## src/rtl/ccm_regs.vh

```
// Register offsets, fields, mode codes and reset values of the mode control block
`ifndef CCM_REGS_VH
`define CCM_REGS_VH
// Byte addresses of the word registers
`define CCM_ADDR_CTRL 4'h0
`define CCM_ADDR_DUTY 4'h4
`define CCM_ADDR_PER 4'h8
`define CCM_ADDR_STAT 4'hC
// Mode control register fields
`define CCM_MODE_HI 3
`define CCM_MODE_LO 0
`define CCM_DUTY_HI 5
`define CCM_DUTY_LO 4
`define CCM_CTRL_MASK 8'h3F
// Mode codes
`define CCM_M_OFF 4'h0
`define CCM_M_TOGGLE 4'h2
`define CCM_M_CAP_FALL 4'h4
`define CCM_M_CAP_RISE 4'h5
`define CCM_M_CAP_4 4'h6
`define CCM_M_CAP_16 4'h7
`define CCM_M_CMP_SET 4'h8
`define CCM_M_CMP_CLR 4'h9
`define CCM_M_CMP_IRQ 4'hA
`define CCM_M_CMP_TRIG 4'hB
`define CCM_PWM_TOP 2'h3
// Prescaled capture thresholds, counter value that fires
`define CCM_PRE4_LAST 4'h3
`define CCM_PRE16_LAST 4'hF
// Status and mask bit positions
`define CCM_ST_EVENT 0
`define CCM_ST_PERIOD 1
// Reset values
`define CCM_CTRL_RST 8'h00
`define CCM_BYTE_RST 8'h00
`define CCM_ST_RST 2'h0
`endif

```

## src/rtl/ccm_edge_prescaler.v

```verilog
// Pin edge detector with capture prescaler
`timescale 1ns/100ps
`include "ccm_regs.vh"
module ccm_edge_prescaler (
   // Clock and reset
   input wire ref_clk,
   input wire rst_n,
   // Control
   input wire [3:0] mode,
   // Pin sample
   input wire pin_in,
   // Capture strobe, one cycle
   output reg capture
);
   reg pin_d_reg;    // Previous pin level
   reg [3:0] cnt_reg; // Rising edge count
   wire rise = pin_in & ~pin_d_reg;
   wire fall = ~pin_in & pin_d_reg;

   // Edge history and prescale count
   always @(posedge ref_clk or negedge rst_n) begin
      if (!rst_n) begin
         pin_d_reg <= 1'b0;
         cnt_reg <= 4'h0;
         capture <= 1'b0;
      end else begin
         pin_d_reg <= pin_in;
         capture <= 1'b0;
         case (mode)
            `CCM_M_CAP_FALL: begin
               capture <= fall;
               cnt_reg <= 4'h0;
            end
            `CCM_M_CAP_RISE: begin
               capture <= rise;
               cnt_reg <= 4'h0;
            end
            `CCM_M_CAP_4: begin
               if (rise) begin
                  capture <= (cnt_reg[1:0] == `CCM_PRE4_LAST);
                  cnt_reg <= (cnt_reg[1:0] == `CCM_PRE4_LAST) ? 4'h0 : cnt_reg + 4'h1;
               end
            end
            `CCM_M_CAP_16: begin
               if (rise) begin
                  capture <= (cnt_reg == `CCM_PRE16_LAST);
                  cnt_reg <= cnt_reg + 4'h1;
               end
            end
            // Prescaler cleared outside capture
            default: begin
               cnt_reg <= 4'h0;
            end
         endcase
      end
   end
endmodule

```

## src/rtl/ccm_mode_control.v

```verilog
// Capture/compare/PWM mode control with Wishbone registers
//
// Chosen here: the address map and the Wishbone slave port.
`timescale 1ns/100ps
`include "ccm_regs.vh"
module ccm_mode_control (
   // Clock and reset
   input wire ref_clk,
   input wire rst_n,
   // Wishbone slave
   input wire wb_cyc_i,
   input wire wb_stb_i,
   input wire wb_we_i,
   input wire [3:0] wb_adr_i,
   input wire [3:0] wb_sel_i,
   input wire [31:0] wb_dat_i,
   output reg [31:0] wb_dat_o,
   output reg wb_ack_o,
   // Unit pin
   input wire unit_pin_in,
   output reg unit_pin_out,
   output reg unit_pin_oe,
   // Compare match from the timer data path
   input wire compare_match,
   // Side effects
   output reg timer_reset,
   output reg adc_start,
   input wire adc_enabled,
   output reg capture_strobe,
   // Interrupt
   output reg irq
);
   reg [7:0] mode_control_reg; // Low six bits used
   reg [7:0] duty_high_byte_reg;   // Software duty high byte
   reg [7:0] period_limit_reg;     // Period limit
   reg [9:0] duty_active_buffer_reg; // Latched duty
   reg [7:0] period_timer_reg;     // PWM period timer
   reg [1:0] sub_cnt_reg;          // Two system clock bits
   reg [1:0] status_reg;           // Sticky events
   reg [1:0] mask_reg;             // Interrupt enables
   reg [3:0] mode_prev_reg;        // Mode last cycle
   wire [3:0] unit_mode_select = mode_control_reg[`CCM_MODE_HI:`CCM_MODE_LO];
   wire [1:0] duty_low_bits = mode_control_reg[`CCM_DUTY_HI:`CCM_DUTY_LO];
   wire pwm_mode = (unit_mode_select[3:2] == `CCM_PWM_TOP);
   wire mode_change = (unit_mode_select != mode_prev_reg);
   wire cap_evt;
   wire wb_req = wb_cyc_i & wb_stb_i & ~wb_ack_o;
   wire wb_wr = wb_req & wb_we_i;
   wire [9:0] time_base = {period_timer_reg, sub_cnt_reg};
   // Time base value of the coming cycle; clearing on it keeps the pulse at duty clocks
   wire [9:0] time_base_next = time_base + 10'h001;
   wire period_end = pwm_mode & (period_timer_reg == period_limit_reg)
                     & (sub_cnt_reg == 2'h3);
   wire cmp_mode = (unit_mode_select == `CCM_M_TOGGLE) | (unit_mode_select[3:2] == 2'h2);
   wire cmp_evt = cmp_mode & compare_match & ~mode_change;
   reg [1:0] st_set;

   // Edge detector and capture prescaler
   ccm_edge_prescaler u_pre (
      .ref_clk(ref_clk),
      .rst_n(rst_n),
      .mode(unit_mode_select),
      .pin_in(unit_pin_in),
      .capture(cap_evt)
   );

   // Event sources for the sticky status
   always @* begin
      st_set = 2'h0;
      st_set[`CCM_ST_EVENT] = cap_evt | cmp_evt;
      st_set[`CCM_ST_PERIOD] = period_end;
   end

   // Wishbone write path and status; set beats write-one-clear
   always @(posedge ref_clk or negedge rst_n) begin
      if (!rst_n) begin
         mode_control_reg <= `CCM_CTRL_RST;
         duty_high_byte_reg <= `CCM_BYTE_RST;
         period_limit_reg <= `CCM_BYTE_RST;
         status_reg <= `CCM_ST_RST;
         mask_reg <= `CCM_ST_RST;
      end else begin
         if (wb_wr && wb_sel_i[0]) begin
            case (wb_adr_i)
               `CCM_ADDR_CTRL: mode_control_reg <= wb_dat_i[7:0] & `CCM_CTRL_MASK;
               `CCM_ADDR_DUTY: duty_high_byte_reg <= wb_dat_i[7:0];
               `CCM_ADDR_PER: period_limit_reg <= wb_dat_i[7:0];
               default: begin
               end
            endcase
         end
         // Upper word half holds the mask
         if (wb_wr && wb_sel_i[2] && wb_adr_i == `CCM_ADDR_STAT)
            mask_reg <= wb_dat_i[17:16];
         // Clear by write of one, new events win
         if (wb_wr && wb_sel_i[0] && wb_adr_i == `CCM_ADDR_STAT)
            status_reg <= (status_reg & ~wb_dat_i[1:0]) | st_set;
         else
            status_reg <= status_reg | st_set;
      end
   end

   // Wishbone read and ack, one cycle after request
   always @(posedge ref_clk or negedge rst_n) begin
      if (!rst_n) begin
         wb_ack_o <= 1'b0;
         wb_dat_o <= 32'h0000_0000;
      end else begin
         wb_ack_o <= wb_req;
         if (wb_req && !wb_we_i) begin
            case (wb_adr_i)
               `CCM_ADDR_CTRL: wb_dat_o <= {24'h00_0000, mode_control_reg};
               `CCM_ADDR_DUTY: wb_dat_o <= {14'h0000, duty_active_buffer_reg,
                                           duty_high_byte_reg};
               `CCM_ADDR_PER: wb_dat_o <= {16'h0000, period_timer_reg, period_limit_reg};
               `CCM_ADDR_STAT: wb_dat_o <= {14'h0000, mask_reg, 14'h0000, status_reg};
               default: wb_dat_o <= 32'h0000_0000;
            endcase
         end
      end
   end

   // Interrupt level from masked status
   always @(posedge ref_clk or negedge rst_n) begin
      if (!rst_n)
         irq <= 1'b0;
      else
         irq <= |((status_reg | st_set) & mask_reg);
   end

   // PWM time base and duty double buffer
   always @(posedge ref_clk or negedge rst_n) begin
      if (!rst_n) begin
         period_timer_reg <= `CCM_BYTE_RST;
         sub_cnt_reg <= 2'h0;
         duty_active_buffer_reg <= 10'h000;
      end else if (!pwm_mode) begin
         period_timer_reg <= `CCM_BYTE_RST;
         sub_cnt_reg <= 2'h0;
      end else begin
         // time base is timer plus two clock bits
         sub_cnt_reg <= sub_cnt_reg + 2'h1;
         if (period_end) begin
            period_timer_reg <= `CCM_BYTE_RST;
            // duty latched only at period end
            duty_active_buffer_reg <= {duty_high_byte_reg, duty_low_bits};
         end else if (sub_cnt_reg == 2'h3) begin
            period_timer_reg <= period_timer_reg + 8'h01;
         end
      end
   end

   // Pin drive, strobes and mode tracking
   always @(posedge ref_clk or negedge rst_n) begin
      if (!rst_n) begin
         unit_pin_out <= 1'b0;
         unit_pin_oe <= 1'b0;
         timer_reset <= 1'b0;
         adc_start <= 1'b0;
         capture_strobe <= 1'b0;
         mode_prev_reg <= `CCM_M_OFF;
      end else begin
         mode_prev_reg <= unit_mode_select;
         timer_reset <= 1'b0;
         adc_start <= 1'b0;
         capture_strobe <= cap_evt;
         if (pwm_mode) begin
            unit_pin_oe <= 1'b1;
            if (period_end)
               // set pin unless duty is zero
               unit_pin_out <= ({duty_high_byte_reg, duty_low_bits} != 10'h000);
            else if (time_base_next == duty_active_buffer_reg)
               unit_pin_out <= 1'b0;
         end else begin
            case (unit_mode_select)
               `CCM_M_CMP_SET: begin
                  unit_pin_oe <= 1'b1;
                  // low on select, high on match
                  if (mode_change)
                     unit_pin_out <= 1'b0;
                  else if (cmp_evt)
                     unit_pin_out <= 1'b1;
               end
               `CCM_M_CMP_CLR: begin
                  unit_pin_oe <= 1'b1;
                  // high on select, low on match
                  if (mode_change)
                     unit_pin_out <= 1'b1;
                  else if (cmp_evt)
                     unit_pin_out <= 1'b0;
               end
               `CCM_M_TOGGLE: begin
                  unit_pin_oe <= 1'b1;
                  if (cmp_evt)
                     unit_pin_out <= ~unit_pin_out;
               end
               `CCM_M_CMP_TRIG: begin
                  unit_pin_oe <= 1'b0;
                  timer_reset <= cmp_evt;
                  adc_start <= cmp_evt & adc_enabled;
               end
               default: begin
                  unit_pin_oe <= 1'b0;
                  unit_pin_out <= 1'b0;
               end
            endcase
         end
      end
   end
endmodule

```

## config.mk

```make
export PLATFORM = sky130hd
export DESIGN_NAME = ccm_mode_control
export DESIGN_NICKNAME = d
export VERILOG_FILES = /design/src/rtl/ccm_edge_prescaler.v /design/src/rtl/ccm_mode_control.v
export VERILOG_INCLUDE_DIRS = /design/src /design/src/rtl
export SDC_FILE = /design/constraint.sdc
export NUM_CORES = 1
export LEC_CHECK = 0
export ABC_AREA = 1
export BUFFER_PORTS_ARGS = -buffer_cell sky130_fd_sc_hd__buf_2
export CELL_PAD_IN_SITES_DETAIL_PLACEMENT = 0
export CELL_PAD_IN_SITES_GLOBAL_PLACEMENT = 1
export CORE_ASPECT_RATIO = 2
export CORE_MARGIN = 3
export CORE_UTILIZATION = 28
export DETAILED_ROUTE_END_ITERATION = 7
export PLACE_DENSITY = 0.67
export SLEW_MARGIN = 20
export SYNTH_ARGS = -nofsm -noshare
export SYNTH_HDL_FRONTEND = slang
export SYNTH_HIERARCHICAL = 1
export SYNTH_SLANG_ARGS = --single-unit
```

## constraint.sdc

```tcl
create_clock -name ref_clk -period 3.05 [get_ports ref_clk]
set_input_delay 0.61 -clock ref_clk [delete_from_list [all_inputs] [get_ports ref_clk]]
set_output_delay 0.61 -clock ref_clk [all_outputs]
set_load 0.05 [all_outputs]
```

# Yosys cells after proc, flatten, opt, wreduce, memory -nomap -nowiden
# Cells that the tools add are included.
# word_totals
output_inout_bits	39
elab_cells	117
reg_bits	95
romBits	0
ramBits	0
latchBits	0
memories	0
# classes
eq_ne	27
n_lt_le_gt_ge	0
addsub	4
n_mux	28
n_reduce_logical	16
multipliers	0
n_bitwise	22
n_div	0
shift	0
# op_table
operator	count
case mux 18 bit (4 select lines)	1
== test 4 bit (second input constant)	6
two-way mux 8 bit	3
== test 4 x 3 -> 1 bit (second input constant)	5
two-way mux 1 bit	16
two-way mux 4 bit	3
adder 10 x 1 -> 10 bit (second input constant)	1
AND 1 bit	10
== test 10 bit	1
AND reduction 2 bit	5
nonzero test 10 bit	1
adder 8 x 1 -> 8 bit (second input constant)	1
== test 2 bit (second input constant)	4
== test 8 bit	1
!= test 4 bit (second input constant)	2
case mux 1 bit (4 select lines)	2
case mux 4 bit (2 select lines)	1
!= test 3 x 1 -> 1 bit (second input constant)	2
logical AND 1 bit	5
inverter 1 bit	5
AND reduction 5 bit	1
adder 4 x 1 -> 4 bit (second input constant)	1
AND 2 bit	2
== test 4 x 2 -> 1 bit (second input constant)	1
13 further kinds	17

# Depth between registers and ports, before layout
# Gate-level depths: netlist (run 1).
# depth
word_depth	8
ltp_mapped	13
mapped_depth_nobuf	13

# Hierarchy
# The synthesis (run 1) kept the hierarchy.
# by_module_without_submodules
mod	n_inst	cells_per_inst	area_each_um2	seq_area_each_um2
ccm_mode_control	1	525	4027.6	1876.8
ccm_edge_prescaler	1	49	401.6	150.1

# Least setup slack after synthesis (run 1)
# Ideal clock, no wire load.
# synth_timing
path_kind	register to register
start	reg wb_ack_o
end	reg wb_dat_o[4]
stages_incl_launch_ff	6
period_less_slack_ps	1658
n_path_buf	1
slack_ps	1392
t_required_ps	2914
arrival_ps	1522
setup_time_ps	136
path_cell_list	dfrtp_1 > nor4_2 > inv_1 > clkbuf_1 > nand2_1 > o21ai_0
# synth_between
elab_chain_cells	3
# synth_lines
element	line	text
start: declaration	ccm_mode_control.v:18	output reg wb_ack_o,
start signal: assignment	ccm_mode_control.v:109	wb_ack_o <= wb_req;
inverter 1 bit	ccm_mode_control.v:47	wire wb_req = wb_cyc_i & wb_stb_i & ~wb_ack_o;
AND 1 bit	ccm_mode_control.v:47	
logical AND 1 bit	ccm_mode_control.v:110	if (wb_req && !wb_we_i) begin
end signal: assignment	ccm_mode_control.v:112	`CCM_ADDR_CTRL: wb_dat_o <= {24'h00_0000, mode_control_reg};
end signal: assignment	ccm_mode_control.v:113	`CCM_ADDR_DUTY: wb_dat_o <= {14'h0000, duty_active_buffer_reg,
end signal: assignment	ccm_mode_control.v:115	`CCM_ADDR_PER: wb_dat_o <= {16'h0000, period_timer_reg, period_limit_reg};
end: declaration	ccm_mode_control.v:17	output reg [31:0] wb_dat_o,
# No other way between the ends.
# A chain may end at the register's enable or synchronous reset.

# Worst setup path after layout (run 1)
# layout_timing
start	reg sub_cnt_reg[0]
end	reg unit_pin_out
# layout_between
elab_chain_cells	4
word_cells_on_any_way	8
cone_classes	1 x add/sub; 3 x eq/ne; 2 x mux; 1 x bitwise; 1 x reduce/logical
# layout_lines
element	line	text
start: declaration	ccm_mode_control.v:38	reg [1:0] sub_cnt_reg;
start signal: assignment	ccm_mode_control.v:142	sub_cnt_reg <= sub_cnt_reg + 2'h1;
adder 10 x 1 -> 10 bit / == test 2 bit (equally long branches)	ccm_mode_control.v:51, ccm_mode_control.v:53	
== test 10 bit / AND 1 bit (equally long branches)	ccm_mode_control.v:172, ccm_mode_control.v:53	
!= test 3 x 1 -> 1 bit (no source line) / two-way mux 1 bit (equally long branches)	--	
AND reduction 5 bit (no source line) / two-way mux 1 bit (equally long branches)	--	
end signal: assignment	ccm_mode_control.v:171	unit_pin_out <= ({duty_high_byte_reg, duty_low_bits} != 10'h000);
end signal: assignment	ccm_mode_control.v:195	unit_pin_out <= ~unit_pin_out;
end: declaration	ccm_mode_control.v:21	output reg unit_pin_out,
# Several ways; a longest one is shown, not always the timed one.

==> results of run 1 <==
[worst max path at each step]
stage	start	end	slack [ns]
2_1_floorplan	wb_ack_o	wb_dat_o[4]	1.39
3_3_place_gp	sub_cnt_reg[0]	unit_pin_out	0.82
3_5_place_dp	sub_cnt_reg[0]	unit_pin_out	0.84
4_1_cts	sub_cnt_reg[0]	unit_pin_out	0.82
5_1_grt	sub_cnt_reg[0]	unit_pin_out	0.63
6_report	sub_cnt_reg[0]	unit_pin_out	0.80
[final cells by class]
type	instances	share of cell area (%)
Sequential cell	81	39.4
Multi-Input combinational cell	408	38.9
Timing Repair Buffer	54	5.59
Inverter	72	5.40
Tap cell	198	4.81
Clock buffer	10	4.64
Clock inverter	6	1.29
[metrics by stage]
step                setup WS (ns)  utilization, %  hold slack [ns]  std cells  area [um^2]
finish                      0.798            33.5            0.262        829         5150
global route                0.634            33.5            0.284        829         5150
CTS                         0.822            33.5            0.265        829         5150
detailed placement          0.837            31.5            0.365        813         4840
global placement            0.825            31.5            0.362        813         4840
floorplan                    1.39               -            0.314        587         4480
[cell families (layout without fill, tap and decap cells)]
| kind of cell | count (synthesis) | in the layout | synth area share (%) |
|---|---|---|---|
| buf+inv | 98 | 142 | 10.1 |
| flops | 81 | 81 | 45.8 |
| xor+xnor | 12 | 12 | 2.37 |
| other cells | 1 | 14 | 0.0847 |
| simple gates | 304 | 304 | 30.4 |
| compound gates | 73 | 73 | 9.83 |
| fa+ha+maj | 5 | 5 | 1.41 |
[power by group through the flow]
stage	clock, mW	combinational [mW]	sequential (mW)
finish	1.11	0.293	1.17
global route	1.17	0.324	1.17
CTS	1.13	0.296	1.17
detailed placement	0	0.295	1.19
global placement	0	0.292	1.18
floorplan	0	0.180	1.21
[synthesized netlist by cell type]
| master | n |
|---|---|
| sky130_fd_sc_hd__ha_1 | 5 |
| sky130_fd_sc_hd__dfrtp_1 | 81 |
| sky130_fd_sc_hd__a21oi_1 | 9 |
| sky130_fd_sc_hd__buf_8 | 1 |
| sky130_fd_sc_hd__buf_2 | 2 |
| sky130_fd_sc_hd__a211oi_1 | 1 |
| sky130_fd_sc_hd__nand2_1 | 180 |
| sky130_fd_sc_hd__nand4_1 | 3 |
| sky130_fd_sc_hd__nand2_2 | 6 |
| sky130_fd_sc_hd__nor2_1 | 55 |
| sky130_fd_sc_hd__clkinv_4 | 1 |
| sky130_fd_sc_hd__nor3_2 | 2 |
| sky130_fd_sc_hd__nand3_2 | 3 |
| sky130_fd_sc_hd__nand3_1 | 27 |
| sky130_fd_sc_hd__or2_2 | 1 |
| sky130_fd_sc_hd__nor2_4 | 3 |
| sky130_fd_sc_hd__conb_1 | 1 |
| sky130_fd_sc_hd__nor3_1 | 8 |
| sky130_fd_sc_hd__nand2_4 | 2 |
| sky130_fd_sc_hd__nand4_2 | 1 |
| sky130_fd_sc_hd__inv_2 | 8 |
| sky130_fd_sc_hd__and2_1 | 1 |
| sky130_fd_sc_hd__and3_1 | 2 |
| sky130_fd_sc_hd__nor4_2 | 2 |
| sky130_fd_sc_hd__inv_1 | 62 |
| sky130_fd_sc_hd__o2111ai_1 | 2 |
| sky130_fd_sc_hd__buf_4 | 16 |
| sky130_fd_sc_hd__nor4_1 | 1 |
| sky130_fd_sc_hd__o22ai_1 | 11 |
| sky130_fd_sc_hd__a31oi_1 | 1 |
| sky130_fd_sc_hd__nor2_8 | 1 |
| sky130_fd_sc_hd__xnor2_1 | 3 |
| sky130_fd_sc_hd__xor2_1 | 9 |
| sky130_fd_sc_hd__inv_4 | 1 |
| sky130_fd_sc_hd__o21ai_0 | 36 |
| sky130_fd_sc_hd__clkbuf_1 | 7 |
| sky130_fd_sc_hd__a22o_1 | 2 |
| sky130_fd_sc_hd__nor2_2 | 5 |
| sky130_fd_sc_hd__or2_1 | 1 |
| sky130_fd_sc_hd__a21oi_2 | 10 |
| sky130_fd_sc_hd__o21ai_1 | 1 |
[worst max-delay path, stage by stage (launching register included)]
cell and delay, ns:
sky130_fd_sc_hd__dfrtp_1 0.43, sky130_fd_sc_hd__ha_1 0.42, sky130_fd_sc_hd__inv_1 0.11, sky130_fd_sc_hd__nor2_1 0.30, sky130_fd_sc_hd__nand2_1 0.09, sky130_fd_sc_hd__nand2_1 0.06
sky130_fd_sc_hd__nand2_1 0.05, sky130_fd_sc_hd__nor2_1 0.26, sky130_fd_sc_hd__nand3_1 0.16, sky130_fd_sc_hd__nand2_1 0.12, sky130_fd_sc_hd__nand2_1 0.06, sky130_fd_sc_hd__nand2_1 0.05
sky130_fd_sc_hd__nand2_1 0.04
[routing by layer]
layer  global-route usage, %  vias up  routed length, um
met1                    14.8     1757               4470
met2                    28.9       75               7200
met4                    7.87        0                462
met5                       0        -                  0
li1                        -     1894                  -
met3                    1.52       22                285
==> metrics list, run 1 <==
* Status: complete, no violations
- STA classifies the critical path endpoint as a flop.
* Number of resized instances in the post-cts repair step: 0
- After detailed routing, the average wire length per cell comes to 15.0 um.
- Routability-driven placement finished with a final weighted congestion of 0.872.
- The longest clock path from root to sink contains 2 buffers.
- Post-CTS setup buffers: 0
- Dividing the final minimum period by the clock period gives 73.8%.
- Cts bufs inserted: 9
- Counting cells, the worst reg-to-reg path comes to 12.
* Placement row count: 64
- The analysis attributes to cell leakage a power of 2.66 nW.
- Required arrival time at the worst endpoint: 3.28 ns
* Crit Reg-Reg Startpoint: sub_cnt_reg[0]
- Sequential elements use 45.8% of the synthesized area.
- Boundary pin count: 87
* Switching Power: 0.713 mW
* Number of max-cap violations: 0
* Post-layout minimum cycle time: 2.25 ns
* Post-synthesis instance total: 574
- Die area: 17,500 um^2
- Max transition margin: 62.8%
- Reg2reg setup slack: 0.80 ns
- Adding up every negative setup slack in the final design gives 0 ns.
* Number of distinct library cells after synthesis: 41
* Number of max-slew violations in the final report: 0
* Register bit count reported by yosys: 81
- Number of remaining DRC errors: 0
- Clock-pin slew was measured on the worst setup and hold paths at 0.06 ns.
* Die Span Y: 184 um
- Achievable Freq: 0.444 GHz
- Vias post-DR: 3,748
- For this design, the sink count on the clock tree is 81.
* Class of the most critical hold timing path: in2async
- Cell type contributing the most total cell area after synthesis: sky130_fd_sc_hd__dfrtp_1
* Startpoint type of the worst setup path: flop
* Combinational cell fraction of total power: 11.4%
- In this run switching power makes up 27.8% of total power.
- Detailed placer's ending HPWL: 9820 um
- The register with the most flip-flops in the layout has 18 of them.
- Wires add up to 12,400 um.
* Sequential cell fraction of total power: 45.4%
- The area growth from synthesis to layout is 16.2%.
- Final count of hold timing violations: 0
- Number of warnings issued by yosys: 6
* Pin count of the biggest net entering global routing: 40
* Ranking of synthesized cells by area: sky130_fd_sc_hd__dfrtp_1 (46%), sky130_fd_sc_hd__nand2_1 (15%), sky130_fd_sc_hd__inv_1 (5.3%)
* Post-route antenna net violation count: 0
- Number of levels in the clock H-tree: 3
- Hold repair after CTS inserted 0 buffers.
- Highest net fanout along the worst path: 7
- Area used by multi-input combinational logic: 2000 um^2
- Total routing usage reported by global routing: 14.8%
* Die width: 94.9 um
* Post-DR vias/cell: 4.52
- After global routing the overflow that remains totals 0.
- Std-Cell Core Area: 15,400 um^2
- The final layout contains 679 nets.
- Worst skew pair latency: 0.34 ns
- Setup skew after layout: 0.00875 ns
* Effective utilization at floorplan: 28.8%
* Average cell area after synthesis: 7.72 um^2
* Clock power frac: 43.1%
* Most common cell after layout, fill and taps aside: sky130_fd_sc_hd__nand2_1
* Detailed Routing Iterations Pass 1: 4
- Summing internal, switching and leakage power gives 2.57 mW.
- In this run, the number of DRC markers left after iteration 0 of detailed routing was 231.
* Antenna violations before repair: 0
- Summing every instance area after synthesis gives 4430 um^2.
- Setup violation total in the final timing report: 0
- Across the whole layout, storage elements account for 2030 um^2.
- N_diodes: 0
- The layout has 1,689 filler cells.
- Clock root buffer master: sky130_fd_sc_hd__clkbuf_16
- Setup repair after global routing left no endpoint under its margin.
- Leaving out fill and tap cells, the most frequent cells in the layout are sky130_fd_sc_hd__nand2_1 (180), sky130_fd_sc_hd__dfrtp_1 (81), sky130_fd_sc_hd__inv_1 (62).
* Ratio of cells with drive above 1 in the final layout: 18.4%
* Worst Max-Slew Pin Slew: 0.558 ns
- The first global-routing pass estimated 19,400 um of wire.
* Portion of synthesized cell area occupied by the leading cell type: 45.8%
- The via count of the first global-routing pass was 3,700.
- VDD sags by at most 0.404 mV.
- End of the worst register-to-register path: unit_pin_out
- Internal Dissipation: 1.85 mW
* Category of the most critical setup path: reg2reg
- The count of buffers added on input and output ports is 48.
- Dividing total power by cell area gives a power density of 499 nW/um^2.
* Arrival time of the worst setup path: 2.48 ns
- TritonCTS built the clock tree.
Note: power is estimated with default switching activity, not from simulation.
==> run 2, diff against run 1 <==
Settings changed: ABC_AREA 1 to 0, PLACE_DENSITY 0.67 to 0.66.
Clock period 3.05 ns to 1.8 ns, I/O delays scaled along.
==> run 2 against run 1 <==
  * The flow now finishes with violations (negative setup slack)
  * Combinational power up 97%
  * Fmax up 16%
  * Flip-flop and latch count unchanged
  * Clock power up 68%
  * Sequential share of layout area down 2.5 points
  * Clock skew up 0.0025 ns
  * Total power up 71%
  * Final cell count down 18%
  * First-iteration DRC count down 43%
  * Global-route usage down 0.34 points
  * Routed wire length down 6.7%
  * Critical endpoint unchanged
  * Largest cell class is now multi-input combinational cells
  * Largest power group unchanged
==> metrics list, run 2 <==
* Std-Cell Core Area: 14,400 um^2
* Die width: 91.6 um
- Switching fraction of total power: 26.9%
- In this run the remaining antenna-violating nets after routing total 0.
* Routed length per instance: 17.0 um
* Power per standard cell area: 796 nW/um^2
- The tool flagged a number of max-cap violations equal to 0.
- Ranked by total cell area, the synthesized netlist is headed by sky130_fd_sc_hd__dfrtp_1 (49%), sky130_fd_sc_hd__mux2_2 (9.6%), sky130_fd_sc_hd__xor2_1 (3.4%).
* Number of DRC markers after the initial detailed-route iteration: 132
* Final weighted congestion of routability-driven global placement: 0.866
* Post-synthesis instance total: 373
- Wire length of the first global-routing pass: 17,900 um
* Ratio of cells with drive above 1 in the final layout: 42.4%
* Average cell area after synthesis: 11.0 um^2
- Summed over all nets, the switching power comes to 1.18 mW.
* Cts bufs inserted: 9
- Detailed placer's ending HPWL: 8780 um
- Leaving out fill and tap cells, the most frequent cells in the layout are sky130_fd_sc_hd__dfrtp_1 (76), sky130_fd_sc_hd__buf_4 (65), sky130_fd_sc_hd__buf_2 (47).
- Area of the mapped netlist: 4100 um^2
* CP peak stage delay: 0.40 ns
- Post-synthesis async set-or-reset flop share: 100%
- Achievable Freq: 0.514 GHz
- The register with the most flip-flops in the layout has 18 of them.
- Required arrival time at the worst endpoint: 2.01 ns
- Category of the most critical setup path: reg2reg
- Worst Setup End Kind: flop
* Number of levels in the clock H-tree: 3
- Class of the most critical hold timing path: in2async
- Post-layout minimum cycle time: 1.94 ns
* Number of distinct library cells after synthesis: 55
* Total power: 4.40 mW
- Slowest library cell on the worst path: sky130_fd_sc_hd__dfrtp_1
- The tree built by TritonCTS fans out to 81 sinks.
- The flow ran to the end, but the final reports show violations.
* Area delta synth->final: 34.7%
- Max Buffers Root-to-Sink: 2
- Leaving out fill and tap cells, the most frequent cell in the layout is sky130_fd_sc_hd__dfrtp_1.
- Number of remaining DRC errors: 0
- Combinational cell fraction of total power: 13.1%
* Sequential cell fraction of total power: 44.4%
- Yosys instantiated no cell more often than sky130_fd_sc_hd__dfrtp_1.
- During placement, the flow inserted port buffers numbering 48.
- The checks that failed: negative setup slack.
- N_diodes: 0
* Fin worst setup slack: -0.144 ns
- Effective utilization at floorplan: 28.6%
- In this run the worst path has a maximum fanout of 5.
* Top cell family by delay on the critical path: simple AND/OR/NAND/NOR gates
- Dividing the detail-routed via count by the number of cells gives 4.80.
- Summed over all layers, the routed wires come to 11,600 um.
- Worst hold margin: 0.0229 ns
- During I/O placement, the number of pins put on the boundary was 87.
- Counting both buffers and inverters, the worst setup path holds a total of 1.
- Buffers inserted to repair hold after CTS numbered 0.
- Cell type contributing the most total cell area after synthesis: sky130_fd_sc_hd__dfrtp_1
- Die Span Y: 177 um
* Leftover overflow at the end of global routing: 0
* CTS clk-pin slew, worst paths: 0.07 ns
- The number of failing hold endpoints at the final stage is 0.
* Setup repair after global routing missed its margin: true
- Number of max-slew violations in the final report: 0
- STA classifies the critical path startpoint as a flop.
- The final layout contains 536 nets.
* Arrival time of the worst setup path: 2.16 ns
* Vias in the first global route: 3,434
- Cell area reported after detailed placement: 4950 um^2
- For this run, the total global-route usage over all layers was measured as 14.5%.
* Clock root buffer master: sky130_fd_sc_hd__clkbuf_16
- The initialized floorplan defines 62 standard-cell rows.
- Leakage power: 2.68 nW
* Detailed Routing Iterations Pass 1: 4
- Number of warnings issued by yosys: 6
* Setup violation total in the final timing report: 11
- Across the VDD grid, the largest voltage drop is 0.494 mV.
- Of the synthesized area, sequential elements account for 49.5%.
- Cell internal power was estimated by the tool at 3.21 mW.
- In this run, synthesis produced a sequential element count of 81.
- Worst path cell trace: buf_6 -> ha_4 -> nand3_2 -> nor2_2 -> xnor3_1 -> or3_4 -> o41ai_2 -> a311oi_1
* Antenna violations before repair: 0
* Portion of synthesized cell area occupied by the leading cell type: 49.5%
- For the worst-skew pair, the clock arrives at the later sink with an insertion delay of 0.34 ns.
- TritonCTS built the clock tree.
- The die covers 16,200 um^2.
- The worst register-to-register path begins at sub_cnt_reg[1].
* List of most frequent post-synthesis cells: sky130_fd_sc_hd__dfrtp_1 (81), sky130_fd_sc_hd__mux2_2 (35), sky130_fd_sc_hd__nand2_1 (34)
- Entering global routing, the biggest net connects 82 pins.
* Most frequently used flop master after synthesis: sky130_fd_sc_hd__dfrtp_1
* Clock power frac: 42.5%
* Ratio of final minimum period to clock period: 108%
- Layout Cell Area excl Fill: 5520 um^2
- The detailed router placed 3,263 vias in this run.
- Number of enable-type register cells in the synthesized netlist: 0
* Start point of the critical path: sub_cnt_reg[1]
- Setup skew after layout: 0.0112 ns
-- run 2: kinds of logic after synthesis --
kind of cell | after synthesis | synth area share, %
AO/OA/AOI/OAI | 70 | 11.9
XOR/XNOR | 31 | 6.96
buffers and inverters | 39 | 5.65
multiplexers | 38 | 10.3
AND/OR/NAND/NOR | 108 | 14.1
adder cells (fa/ha/maj) | 5 | 1.53
other | 1 | 0.0915
flip-flops | 81 | 49.5
-- run 2: power by group through the flow --
stage	sequential (mW)	combinational (mW)	clock, mW
after floorplan	2.02	0.297	0
after global placement	1.98	0.552	0
after detailed placement	1.98	0.562	0
after CTS	1.95	0.568	1.91
after global routing	1.96	0.625	1.98
final	1.95	0.576	1.87
-- run 2: area by class of cell --
class	count	area (um^2)
timing repair buffer	120	853
fill	1426	8830
clock inverter	7	77.6
inverter	5	18.8
multi-input combinational	266	2070
clock buffer	9	225
sequential	81	2030
tap	192	240
-- run 2: path summary, 6_finish.rpt --
kind	to	slack, ns	cells after the start
max	unit_pin_out	-0.14	8
min	wb_dat_o[17]	0.02	2
max reg2reg	unit_pin_out	-0.14	8
min reg2reg	capture_strobe	0.39	0
max in group asynchronous	period_timer_reg[4]	1.37	2
min in group ref_clk	u_pre/pin_d_reg	0.19	1
-- run 2: routing by layer --
metal | global-route usage [%] | part of all wire, % | up-vias
met2 | 28.1 | 59 | 75
met4 | 9.45 | 5.0 | 0
li1 | - | - | 1524
met5 | 0 | 0 | -
met1 | 13.5 | 33 | 1635
met3 | 2.47 | 3.0 | 29
-- run 2: through the flow --
stage	cells	util [%]	setup TNS, ns	setup slack, ns
floorplan	386	-	-0.407	-0.171
finish	680	38.5	-1.02	-0.144
global route	680	38.5	-1.59	-0.216
CTS	676	37.7	-0.411	-0.128
detailed placement	655	34.5	-1.79	-0.227
global placement	655	34.5	-1.80	-0.235
-- run 2: what timing repair did --
action                                 4_1_cts  5_1_grt
gates cloned                                 0        1
setup endpoints to repair                   11       12
setup buffers                                5        3
pin swaps                                    7       11
resized for setup                           26       12
endpoints found under the hold margin        0        0
==> run 3, diff against run 2 <==
Settings changed: MAX_ROUTING_LAYER set to met4.
==> run 3 against run 2 <==
  * The run still ends with negative setup slack left
  * Final cell count stayed put
  * Combinational power is essentially flat
  * Sequential power is essentially flat
  * Via count rose by 0.37%
  * Clock skew down 0.00098 ns
  * Routed wire length is 0.20% lower
  * Critical path depth did not move
  * First-iteration DRC count grew 14%
  * Cell area unchanged
  * Register-to-register slack is essentially flat
  * Sequential share of layout area unchanged
  * Flip-flop and latch count did not move
  * Highest routed layer unchanged
==> metrics list, run 3 (same netlist as run 2, synthesis figures left out) <==
- Once layout is complete, the cells apart from fillers number 680.
- Crit Reg-Reg Startpoint: sub_cnt_reg[1]
- The analysis attributes to net switching a power of 1.17 mW.
- Number of max-cap violations: 0
- Number of cell instances on the worst register-to-register path: 8
* Start point of the critical path: sub_cnt_reg[1]
- Setup repair after global routing could not meet its margin everywhere.
- Worst Setup End Kind: flop
* Post-route antenna net violation count: 0
- Cts bufs inserted: 9
- Worst hold margin: 0.00813 ns
* Category of the most critical setup path: reg2reg
- The die covers 16,200 um^2.
- Setup violation total in the final timing report: 11
- Final weighted congestion of routability-driven global placement: 0.880
- Clock-pin slew was measured on the worst setup and hold paths at 0.07 ns.
- Switching fraction of total power: 26.8%
* Number of remaining DRC errors: 0
- The number of failing hold endpoints at the final stage is 0.
- Number of max-slew violations in the final report: 0
- Placement row count: 62
- The post-route netlist has 42.4% of its cells at a drive strength greater than 1.
* Power per standard cell area: 794 nW/um^2
- The final layout contains 536 nets.
- After detailed routing, the total wire length is 11,600 um.
- Slowest library cell on the worst path: sky130_fd_sc_hd__dfrtp_1
* End of the worst register-to-register path: unit_pin_out
- For this run, the total global-route usage over all layers was measured as 14.9%.
* Sequential cell fraction of total power: 44.5%
- Derived from the worst setup path, the maximum achievable clock frequency is 0.516 GHz.
* Clock power frac: 42.4%
* Ratio of final minimum period to clock period: 108%
- Antenna violations before repair: 0
- STA classifies the critical path startpoint as a flop.
* Fin worst setup slack: -0.137 ns
- Internal power comes to 3.21 mW.
- # clock sinks: 81
- Boundary pin count: 87
- Dividing the detail-routed wire length by the instance count gives 17.0 um.
* Flip-flop count of the largest register, all copies and words added: 18
- The library cells used most frequently in the layout, excluding fill and tap cells, are sky130_fd_sc_hd__dfrtp_1 (76), sky130_fd_sc_hd__buf_4 (65), sky130_fd_sc_hd__buf_2 (47).
- In this run the worst hold path is classified as in2async.
- Worst skew pair latency: 0.34 ns
* Required arrival time at the worst endpoint: 2.01 ns
- Placed insts: 655
* Filler cell count: 1,426
- Entering global routing, the biggest net connects 82 pins.
- Highest net fanout along the worst path: 5
* Effective utilization at floorplan: 28.6%
- Number of DRC markers after the initial detailed-route iteration: 150
- The flow ran to the end, but the final reports show violations.
* Number of levels in the clock H-tree: 3
- The critical path goes through buf_6 -> ha_4 -> nand3_2 -> nor2_2 -> xnor3_1 -> or3_4 -> o41ai_2 -> a311oi_1.
- The core region is 14,400 um^2.
* Total power: 4.39 mW
- Leaving out fill and tap cells, the most frequent cell in the layout is sky130_fd_sc_hd__dfrtp_1.
- Detailed Routing Iterations Pass 1: 4
- Setup skew after layout: 0.0103 ns
- Clock root buffer master: sky130_fd_sc_hd__clkbuf_16
* Arrival time of the worst setup path: 2.15 ns
- No sink is reached through more buffers than the 2 on the longest clock path.
- Setup slack on the worst reg-to-reg path comes out at -0.14 ns.
- Die Span Y: 177 um
- IR analysis of the VDD net gives a maximum drop of 0.490 mV.
- For this block, the via count after detailed routing is 3,275.
- Post-Place Setup Slack: -0.227 ns
- The finished cells cover 5520 um^2.
- Die width: 91.6 um
- Critical path endpoint: unit_pin_out
* CTS tree: built
- End-of-flow core utilization: 38.5%
- The largest single stage delay on the critical path is 0.40 ns.
- Summing all placed instances gives a cell area of 4950 um^2.
* Combinational cell fraction of total power: 13.1%
- N_diodes: 0
- Setup TNS after final layout: -1.03 ns
- Vias in the first global route: 3,426
- For this run the aggregate overflow at the end of global routing stands at 0.
* Post-layout minimum cycle time: 1.94 ns
- Number of buffers inserted by hold repair at cts: 0
- The wire-length estimate of the detail-placed layout is 8780 um.
* # port buffers: 48
- Violations in the final reports: negative setup slack
* Wire length of the first global-routing pass: 17,800 um
- Area delta synth->final: 34.7%
- For this design the static power due to leakage is 2.68 nW.
- Using the TritonRoute via totals, the vias-per-cell ratio works out to 4.82.
==> run 3: worst min path at each step <==
| stage | from | end | slack, ns | cells after the start |
|---|---|---|---|---|
| global placement | u_pre/capture | capture_strobe | 0.38 | 0 |
| finish | rst_n | wb_dat_o[17] | 0.008 | 2 |
| floorplan | rst_n | adc_start | 0.06 | 0 |
| CTS | rst_n | wb_dat_o[6] | 0.07 | 2 |
| global route | rst_n | wb_dat_o[6] | 0.07 | 2 |
| detailed placement | u_pre/capture | capture_strobe | 0.39 | 0 |
==> run 3: power by group through the flow <==
stage                     clock [mW]  sequential (mW)  combinational (mW)
after global routing            1.97             1.96               0.625
final                           1.86             1.95               0.576
after global placement             0             1.98               0.552
after floorplan                    0             2.02               0.297
after CTS                       1.91             1.95               0.568
after detailed placement           0             1.98               0.562
==> run 3: area by class of cell <==
type                       instances  area (um^2)  share of cell area [%]
multi-input combinational        266         2070                    37.5
sequential                        81         2030                    36.8
timing repair buffer             120          853                    15.5
clock inverter                     7         77.6                    1.41
tap                              192          240                    4.35
inverter                           5         18.8                   0.340
clock buffer                       9          225                    4.08
==> run 3: routing by layer <==
metal	GRT usage [%]	routed length [um]
met5	-	0
met4	9.45	585
met3	2.26	335
met2	28.3	6780
met1	13.3	3850
==> run 3: what timing repair did <==
action / CTS / global route
resized for setup: 26 / 12
cloned: 0 / 1
pin swaps: 7 / 11
buffers inserted: 5 / 3
setup endpoints to repair: 11 / 12
hold endpoints to repair: 0 / 0
==> run 3: worst max-delay path, delay by kind of cell, from the launching register on <==
kind	cells	cell delay [ns]
buffers and inverters	1	0.12
XOR/XNOR	1	0.27
AND/OR/NAND/NOR	3	0.59
AO/OA/AOI/OAI	2	0.27
flip-flops	1	0.40
adder cells (fa/ha/maj)	1	0.16
